## config.mk

```make
export PLATFORM = sky130hd
export DESIGN_NAME = e3_rx_status_latch_irq
export DESIGN_NICKNAME = d
export VERILOG_FILES = /design/src/e3_rx_latch_pkg.sv /design/src/e3_rx_status_latch_irq.sv
export SDC_FILE = /design/constraint.sdc
export NUM_CORES = 1
export LEC_CHECK = 0
export BUFFER_PORTS_ARGS = -buffer_cell sky130_fd_sc_hd__buf_2
export CELL_PAD_IN_SITES_DETAIL_PLACEMENT = 0
export CELL_PAD_IN_SITES_GLOBAL_PLACEMENT = 1
export CORE_MARGIN = 1.5
export CORE_UTILIZATION = 43
export DETAILED_ROUTE_END_ITERATION = 6
export PLACE_DENSITY_LB_ADDON = 0.1
export SYNTH_ARGS = -nofsm -noshare
export SYNTH_HDL_FRONTEND = slang
export SYNTH_SLANG_ARGS = --single-unit
```

## constraint.sdc

```tcl
create_clock -name i_clock -period 3.2 [get_ports i_clock]
set_input_delay 0.64 -clock i_clock [delete_from_list [all_inputs] [get_ports i_clock]]
set_output_delay 0.64 -clock i_clock [all_outputs]
set_load 0.01 [all_outputs]
```

## src/e3_rx_latch_pkg.sv

```systemverilog
// Purpose: shared constants and carriers for the e3 receive status latch block
// Assumes: byte offsets on a 12-bit register address, 16-bit register data
// Notes: offsets are byte addresses as printed; registers are 16 bits wide
package e3_rx_latch_pkg;

  // register offsets
  localparam logic [11:0] CTRL_OFFSET = 12'h120;
  localparam logic [11:0] STATUS1_OFFSET = 12'h124;
  localparam logic [11:0] STATUS2_OFFSET = 12'h126;
  localparam logic [11:0] LATCH1_OFFSET = 12'h128;
  localparam logic [11:0] LATCH2_OFFSET = 12'h12a;
  localparam logic [11:0] IRQ_EN1_OFFSET = 12'h12c;
  localparam logic [11:0] IRQ_EN2_OFFSET = 12'h12e;
  localparam logic [11:0] COUNTER_OFFSET = 12'h134;

  // field positions
  localparam int CTRL_ALARM_COUNT_BIT = 10;
  localparam int CTRL_SELECT_LSB = 8;
  localparam int ALIGN_CHANGE_BIT = 5;
  localparam int FRAMING_ERROR_BIT = 8;
  localparam int COUNT_NONZERO_BIT = 0;

  // implemented bits of each register
  localparam logic [15:0] CTRL_MASK = 16'h0700;
  localparam logic [15:0] LATCH1_MASK = 16'h01ff;
  localparam logic [15:0] LATCH2_MASK = 16'h0101;

  // reset values
  localparam logic [15:0] REG_RESET = 16'h0000;

  // framing count select encodings
  localparam logic [1:0] SEL_OOF = 2'h0;
  localparam logic [1:0] SEL_FAS_BITS = 2'h1;
  localparam logic [1:0] SEL_FAS_WORDS = 2'h2;

  // register port request
  typedef struct packed {
    logic [11:0] addr;
    logic [15:0] wdata;
    logic wr;
    logic rd;
  } reg_req_type;

  // live receive conditions, in status-register bit order 8..0 less bit 5
  typedef struct packed {
    logic unframed_all_ones;
    logic received_a_bit;
    logic received_n_bit;
    logic lof;
    logic rdi;
    logic ais;
    logic oof;
    logic los;
  } live_status_type;

  // per-frame framing events from the frame processor
  typedef struct packed {
    logic [3:0] fas_bit_errors;
    logic fas_word_error;
    logic alignment_change;
  } frame_event_type;

endpackage : e3_rx_latch_pkg

```

## src/e3_rx_status_latch_irq.sv

```systemverilog
// Purpose: receive alarm change latches, interrupt gating and framing error count
// Assumes: all framer inputs are produced on i_clock; i_rst_n is synchronous
// Notes: registers are reached over a plain strobe port, read data one cycle later
// Function
// - count-nonzero status mirrors count one or more
// - unframed all-ones toggle sets latch bit 8
// - A and N bit changes set bits 7, 6
// - new differing frame alignment sets bit 5
// - LOF and RDI changes set bits 4, 3
// - AIS, OOF, LOS changes set bits 2..0
// - each framing error sets second latch bit 8
// - count-nonzero rising edge sets second latch bit 0
// - interrupt needs latch, enable and port gate
// - first enable bits map to same latch bits
// - second enable bits 8, 0 gate their latches
// - sixteen-bit framing error count readable by software
// - count register changes only on monitor update
// - count select picks OOF, FAS bits, FAS words
// - alarm-count control clear suppresses FAS counting during OOF/AIS
//
// Design decision made here: strobed register access.
`timescale 1ns/1ps

module e3_rx_status_latch_irq #(
  parameter int CW = 16
) (
  // clock and reset
  input wire logic i_clock,
  input wire logic i_rst_n,
  // register port
  input wire e3_rx_latch_pkg::reg_req_type i_reg,
  output logic [15:0] o_rdata,
  // framer side
  input wire e3_rx_latch_pkg::live_status_type i_live,
  input wire e3_rx_latch_pkg::frame_event_type i_frame,
  input wire logic i_perf_monitor_update,
  // global port gate from the chip-level enable register
  input wire logic i_port_status_irq_gate,
  // outputs
  output logic o_irq,
  output logic o_framing_count_nonzero
);

  // write-one-to-clear with set priority
  // a clear never loses an event that lands in the same cycle
  function automatic logic [15:0] w1c_next(
    input logic [15:0] q,
    input logic [15:0] set,
    input logic clear,
    input logic [15:0] wdata
  );
    logic [15:0] clr;
    clr = clear ? wdata : 16'h0000;
    w1c_next = (q & ~clr) | set;
  endfunction : w1c_next

  // add without wrapping
  // holding at all ones keeps an overflowed interval from reading small
  function automatic logic [CW-1:0] sat_add(
    input logic [CW-1:0] a,
    input logic [3:0] b
  );
    logic [CW:0] s;
    s = {1'b0, a} + (CW+1)'(b);
    sat_add = s[CW] ? {CW{1'b1}} : s[CW-1:0];
  endfunction : sat_add

  // one address compare shared by every register strobe
  function automatic logic reg_hit(
    input logic strobe,
    input logic [11:0] addr,
    input logic [11:0] offset
  );
    reg_hit = strobe && (addr == offset);
  endfunction : reg_hit

  // plain read/write register update; unimplemented bits stay zero
  function automatic logic [15:0] rw_next(
    input logic [15:0] q,
    input logic hit,
    input logic [15:0] wdata,
    input logic [15:0] mask
  );
    rw_next = hit ? (wdata & mask) : q;
  endfunction : rw_next

  // eight live conditions in register order; bit 5 has no live source
  function automatic logic [15:0] live_layout(
    input logic [7:0] v
  );
    logic [15:0] w;
    w = 16'h0000;
    w[8:6] = v[7:5];
    w[4:0] = v[4:0];
    live_layout = w;
  endfunction : live_layout

  // register strobes
  logic wr_ctrl;
  logic wr_latch1;
  logic wr_latch2;
  logic wr_en1;
  logic wr_en2;

  assign wr_ctrl = reg_hit(i_reg.wr, i_reg.addr, e3_rx_latch_pkg::CTRL_OFFSET);
  assign wr_latch1 = reg_hit(i_reg.wr, i_reg.addr, e3_rx_latch_pkg::LATCH1_OFFSET);
  assign wr_latch2 = reg_hit(i_reg.wr, i_reg.addr, e3_rx_latch_pkg::LATCH2_OFFSET);
  assign wr_en1 = reg_hit(i_reg.wr, i_reg.addr, e3_rx_latch_pkg::IRQ_EN1_OFFSET);
  assign wr_en2 = reg_hit(i_reg.wr, i_reg.addr, e3_rx_latch_pkg::IRQ_EN2_OFFSET);

  // control register: count select and count-during-alarm
  // only bits 10:8 are kept here; the other control fields belong to other blocks
  logic [15:0] ctrl_q;
  logic [1:0] framing_count_select;
  logic count_during_alarm;

  always_ff @(posedge i_clock)
  begin
    if (!i_rst_n)
      ctrl_q <= e3_rx_latch_pkg::REG_RESET;
    else
      ctrl_q <= rw_next(ctrl_q, wr_ctrl, i_reg.wdata, e3_rx_latch_pkg::CTRL_MASK);
  end

  assign framing_count_select = ctrl_q[e3_rx_latch_pkg::CTRL_SELECT_LSB +: 2];
  assign count_during_alarm = ctrl_q[e3_rx_latch_pkg::CTRL_ALARM_COUNT_BIT];

  // interrupt enable registers
  logic [15:0] irq_en1_q;
  logic [15:0] irq_en2_q;

  always_ff @(posedge i_clock)
  begin
    if (!i_rst_n)
      irq_en1_q <= e3_rx_latch_pkg::REG_RESET;
    else
      irq_en1_q <= rw_next(irq_en1_q, wr_en1, i_reg.wdata, e3_rx_latch_pkg::LATCH1_MASK);
  end

  always_ff @(posedge i_clock)
  begin
    if (!i_rst_n)
      irq_en2_q <= e3_rx_latch_pkg::REG_RESET;
    else
      irq_en2_q <= rw_next(irq_en2_q, wr_en2, i_reg.wdata, e3_rx_latch_pkg::LATCH2_MASK);
  end

  // live status history; the first cycle after reset only primes it,
  // so a condition already present at reset is not taken for a change
  e3_rx_latch_pkg::live_status_type live_prev_q;
  logic primed_q;

  always_ff @(posedge i_clock)
  begin
    if (!i_rst_n)
      live_prev_q <= '0;
    else
      live_prev_q <= i_live;
  end

  always_ff @(posedge i_clock)
  begin
    if (!i_rst_n)
      primed_q <= 1'b0;
    else
      primed_q <= 1'b1;
  end

  logic [7:0] live_change;
  logic [15:0] latch1_set;

  assign live_change = primed_q ? (i_live ^ live_prev_q) : 8'h00;

  always_comb
  begin
    latch1_set = live_layout(live_change);
    latch1_set[e3_rx_latch_pkg::ALIGN_CHANGE_BIT] = i_frame.alignment_change;
  end

  // framing event selection
  logic oof_rise;
  logic alarm_block;
  logic [3:0] frame_incr;
  logic framing_error_seen;

  assign oof_rise = primed_q && i_live.oof && !live_prev_q.oof;
  // oof occurrences are counted whatever the alarm-count control says
  assign alarm_block = !count_during_alarm && (i_live.oof || i_live.ais);
  assign framing_error_seen = i_frame.fas_word_error || (i_frame.fas_bit_errors != 4'h0);

  always_comb
  begin
    frame_incr = 4'h0;
    // the reserved select counts nothing rather than guessing a meaning
    case (framing_count_select)
      e3_rx_latch_pkg::SEL_OOF:
        frame_incr = {3'h0, oof_rise};
      e3_rx_latch_pkg::SEL_FAS_BITS:
        frame_incr = alarm_block ? 4'h0 : i_frame.fas_bit_errors;
      e3_rx_latch_pkg::SEL_FAS_WORDS:
        frame_incr = {3'h0, i_frame.fas_word_error && !alarm_block};
      default:
        frame_incr = 4'h0;
    endcase
  end

  // accumulator and presented count
  logic [CW-1:0] accum_q;
  logic [CW-1:0] counter_q;
  logic [CW-1:0] counter_d;
  logic nonzero_q;

  // an event in the update cycle opens the new interval instead of being lost
  always_ff @(posedge i_clock)
  begin
    if (!i_rst_n)
      accum_q <= '0;
    else if (i_perf_monitor_update)
      accum_q <= sat_add('0, frame_incr);
    else
      accum_q <= sat_add(accum_q, frame_incr);
  end

  // software sees a whole interval, never a count in progress
  always_comb
  begin
    counter_d = counter_q;
    if (i_perf_monitor_update)
      counter_d = accum_q;
  end

  always_ff @(posedge i_clock)
  begin
    if (!i_rst_n)
      counter_q <= '0;
    else
      counter_q <= counter_d;
  end

  always_ff @(posedge i_clock)
  begin
    if (!i_rst_n)
      nonzero_q <= 1'b0;
    else
      nonzero_q <= (counter_d != '0);
  end

  assign o_framing_count_nonzero = nonzero_q;

  // second latch set terms
  // count-nonzero latches on the update edge that first makes the count nonzero
  logic [15:0] latch2_set;

  always_comb
  begin
    latch2_set = 16'h0000;
    latch2_set[e3_rx_latch_pkg::FRAMING_ERROR_BIT] = framing_error_seen;
    latch2_set[e3_rx_latch_pkg::COUNT_NONZERO_BIT] = !nonzero_q && (counter_d != '0);
  end

  // sticky change latches
  logic [15:0] latch1_q;
  logic [15:0] latch2_q;

  always_ff @(posedge i_clock)
  begin
    if (!i_rst_n)
      latch1_q <= e3_rx_latch_pkg::REG_RESET;
    else
      latch1_q <= w1c_next(latch1_q, latch1_set, wr_latch1, i_reg.wdata);
  end

  always_ff @(posedge i_clock)
  begin
    if (!i_rst_n)
      latch2_q <= e3_rx_latch_pkg::REG_RESET;
    else
      latch2_q <= w1c_next(latch2_q, latch2_set, wr_latch2, i_reg.wdata);
  end

  // interrupt request: level, follows the latches with no added delay
  logic [15:0] pending1;
  logic [15:0] pending2;

  assign pending1 = latch1_q & irq_en1_q;
  assign pending2 = latch2_q & irq_en2_q;
  assign o_irq = i_port_status_irq_gate && ((|pending1) || (|pending2));

  // live status words for read-back
  logic [15:0] status1_word;
  logic [15:0] status2_word;

  always_comb
  begin
    status1_word = live_layout(i_live);
    status2_word = 16'h0000;
    status2_word[e3_rx_latch_pkg::COUNT_NONZERO_BIT] = nonzero_q;
  end

  // read data, valid in the cycle after the strobe only; unmapped reads zero
  // a zero idle value lets several blocks share one or-ed read bus
  logic [15:0] rdata_q;
  logic [15:0] rdata_d;

  always_comb
  begin
    rdata_d = 16'h0000;
    if (i_reg.rd)
    begin
      case (i_reg.addr)
        e3_rx_latch_pkg::CTRL_OFFSET:
          rdata_d = ctrl_q;
        e3_rx_latch_pkg::STATUS1_OFFSET:
          rdata_d = status1_word;
        e3_rx_latch_pkg::STATUS2_OFFSET:
          rdata_d = status2_word;
        e3_rx_latch_pkg::LATCH1_OFFSET:
          rdata_d = latch1_q;
        e3_rx_latch_pkg::LATCH2_OFFSET:
          rdata_d = latch2_q;
        e3_rx_latch_pkg::IRQ_EN1_OFFSET:
          rdata_d = irq_en1_q;
        e3_rx_latch_pkg::IRQ_EN2_OFFSET:
          rdata_d = irq_en2_q;
        e3_rx_latch_pkg::COUNTER_OFFSET:
          rdata_d = 16'(counter_q);
        default:
          rdata_d = 16'h0000;
      endcase
    end
  end

  always_ff @(posedge i_clock)
  begin
    if (!i_rst_n)
      rdata_q <= 16'h0000;
    else
      rdata_q <= rdata_d;
  end

  assign o_rdata = rdata_q;

endmodule : e3_rx_status_latch_irq

```

==> results.json <==
{
  "place.gp.congestion": 0.846,
  "num_vias": 3870,
  "grt_max_degree": 30,
  "worst_r2r_path_depth": 11,
  "max_slew_margin": 0.396,
  "syn_area_um2": 4510,
  "post_cts_buffers": 0,
  "cap_viol_max_count": 0,
  "seqCellArea_um2": 2080,
  "clk_transition_reported_paths_ns": 0.10,
  "setup_viol": 0,
  "grt_setup_unrepaired": "no",
  "start_util": 0.441,
  "cp.required_ns": 3.48,
  "tightest_slew_ns": 0.905,
  "cts_buffer_depth": 2,
  "hold_violations": 0,
  "cp-endpoint": "accum_q[1]",
  "antenna_found_initial": 0,
  "critPathKind": "register to register",
  "crit_path_start": "ctrl_q[10]",
  "grt_pass1_wl_mm": 20.0,
  "start_kind": "register",
  "worstSkewPairLatency_ns": 0.38,
  "core-area_um2": 10200,
  "dieWidth_um": 105,
  "ant_nets": 0,
  "layout_commonest_cell": "dfxtp_1",
  "synth_fp_nets": 550,
  "yosys.area.top_type_share": 0.462,
  "synth_top_cell_by_area": "dfxtp_1",
  "wl_per_cell_um": 17.6,
  "worst_ir_drop_vdd_uv": 230,
  "via_per_inst": 5.54,
  "multiInputGateArea_um2": 2250,
  "grt.total_usage": 0.235,
  "min_period_ns": 2.49,
  "synthFlopType": "dfxtp_1",
  "drive_above_1_share": 0.189,
  "p_leak_nw": 2.21,
  "hold_buffers": 0,
  "drtPass1Iterations": 4,
  "final_nets": 610,
  "numCtsBuffers": 9,
  "clock_skew_ns": 0.00826,
  "max_freq_mhz": 401,
  "ys_ff_latch": 104,
  "end_kind": "register",
  "drv_slew": 0,
  "crit_fanout": 4,
  "htree_levels": 3,
  "synth.area.top_cells": "dfxtp_1 (46%), mux2i_1 (6.4%), a21oi_1 (5.9%)",
  "hold_path.class": "register to register",
  "grt_pass1_vias": 3737,
  "finalCritPeriodShare": 0.779,
  "whs_ns": 0.433,
  "powerDensity_nw_per_um2": 455,
  "ctsResizeCount": 0,
  "wl_mm": 12.3,
  "synth_warnings": 0,
  "r2r_start": "ctrl_q[10]",
  "async_flop_share": 0,
  "synth_cells": 497,
  "dpl.hpwl_mm": 9.00,
  "numPlacedInstances": 682,
  "r2r_end": "accum_q[1]",
  "diodes": 0,
  "root_buffer": "clkbuf_8",
  "layout.cells.most_common_list": "dfxtp_1 (104), buf_2 (65), a21oi_1 (53)",
  "grt_overflow": 0,
  "cts_tree": "done",
  "rows": 37,
  "io_buffers": 65,
  "instances_no_fill": 698,
  "drt_iter0_drc": 227,
  "io_pins": 66,
  "synth-edff-count": 0,
  "rrSetupSlack_ns": 0.71,
  "tns_ns": 0,
  "die_area_um2": 11100,
  "fillers": 995,
  "fp.dieH_um": 105,
  "area_growth_pct": 15.1,
  "avgSynthCellArea_um2": 9.07,
  "ys_seq_area_frac": 0.462,
  "synthDistinctLibCells": 55,
  "worst_ep_arrival_time_ns": 2.77,
  "post-route-drc-count": 0,
  "cts_sinks": 104,
  "outcome": "completed"
}
-- how the worst min path moves through the flow --
stage	from	to	slack [ns]	cells past startpoint
after CTS	i_reg[14]	latch2_q[12]	0.42	2
final	latch2_q[2]	latch2_q[2]	0.43	2
after global routing	i_reg[16]	latch1_q[14]	0.43	2
after global placement	latch2_q[5]	latch2_q[5]	0.42	2
after detailed placement	latch2_q[2]	latch2_q[2]	0.42	2
after floorplan	latch2_q[10]	latch2_q[10]	0.41	2
-- power by group --
| group | switching [W] | leakage, nW | total (W) | internal (W) |
|---|---|---|---|---|
| combinational | 0.0000926 | 1.26 | 0.000163 | 0.0000701 |
| sequential | 0.0000183 | 0.844 | 0.00134 | 0.00132 |
| clock | 0.000456 | 0.107 | 0.000862 | 0.000407 |
-- flip-flops by register name (all words and copies together), names as in the netlist --
register / flops
accum_q: 16
counter_q: 16
latch1_q: 16
latch2_q: 16
o_rdata: 16
irq_en1_q: 9
live_prev_q: 8
ctrl_q: 3
irq_en2_q: 2
o_framing_count_nonzero: 1
primed_q: 1
-- kinds of logic (layout without fill, tap and decap cells) --
| family | after synthesis | after routing | synth area share |
|---|---|---|---|
| simple gates | 168 | 168 | 0.187 |
| compound gates | 123 | 123 | 0.179 |
| flops | 104 | 104 | 0.462 |
| buf+inv | 43 | 108 | 0.0397 |
| mux | 37 | 37 | 0.0844 |
| xor+xnor | 17 | 17 | 0.0330 |
| fa+ha+maj | 5 | 5 | 0.0155 |
-- synth_stat cells, types with 6 or more instances --
library cell  instances
and2_1               14
mux2i_1              29
a22o_1               14
a22oi_1              10
nand2_1              52
buf_2                 8
a222oi_1              7
nand3_1              14
mux2_2                8
nor2_1               44
xor2_1               11
nor3_1                6
inv_1                13
xnor2_1               6
o21ai_1               8
clkbuf_1             19
dfxtp_1             104
a21oi_1              53
and3_1               11
nor4_1                7
-- routing by layer --
metal | up-vias | track usage | wire (um)
li1 | 1903 | - | -
met1 | 1848 | 0.326 | 5970
met2 | 100 | 0.358 | 5480
met3 | 19 | 0.0390 | 603
met4 | 0 | 0.110 | 259
met5 | - | 0 | 0
-- worst max-delay path: stages (launching register included) --
cell	delay (ns)
dfxtp_1	0.36
o21bai_1	0.18
and3b_1	0.20
nand2_1	0.07
o21ai_0	0.11
ha_1	0.24
fa_1	0.42
nand3_1	0.12
a21oi_1	0.08
and3_1	0.18
or3_1	0.31
o211a_1	0.13
-- through the flow --
stage	util	setup WS (ns)	power (W)	instance area [um2]
after floorplan	-	0.537	0.00145	4510
after global placement	0.487	0.431	0.00153	4980
after detailed placement	0.487	0.365	0.00153	4980
after CTS	0.507	0.702	0.00238	5190
after global routing	0.507	0.508	0.00245	5190
final	0.507	0.706	0.00236	5190
-- area by class of cell --
class,instances,area share
Timing Repair Buffer,78,0.0815
Multi-Input combinational cell,350,0.434
Tap cell,136,0.0328
Clock buffer,12,0.0299
Inverter,14,0.0101
Sequential cell,104,0.401
Clock inverter,4,0.0101
Note: power is estimated with default switching activity, not from simulation.
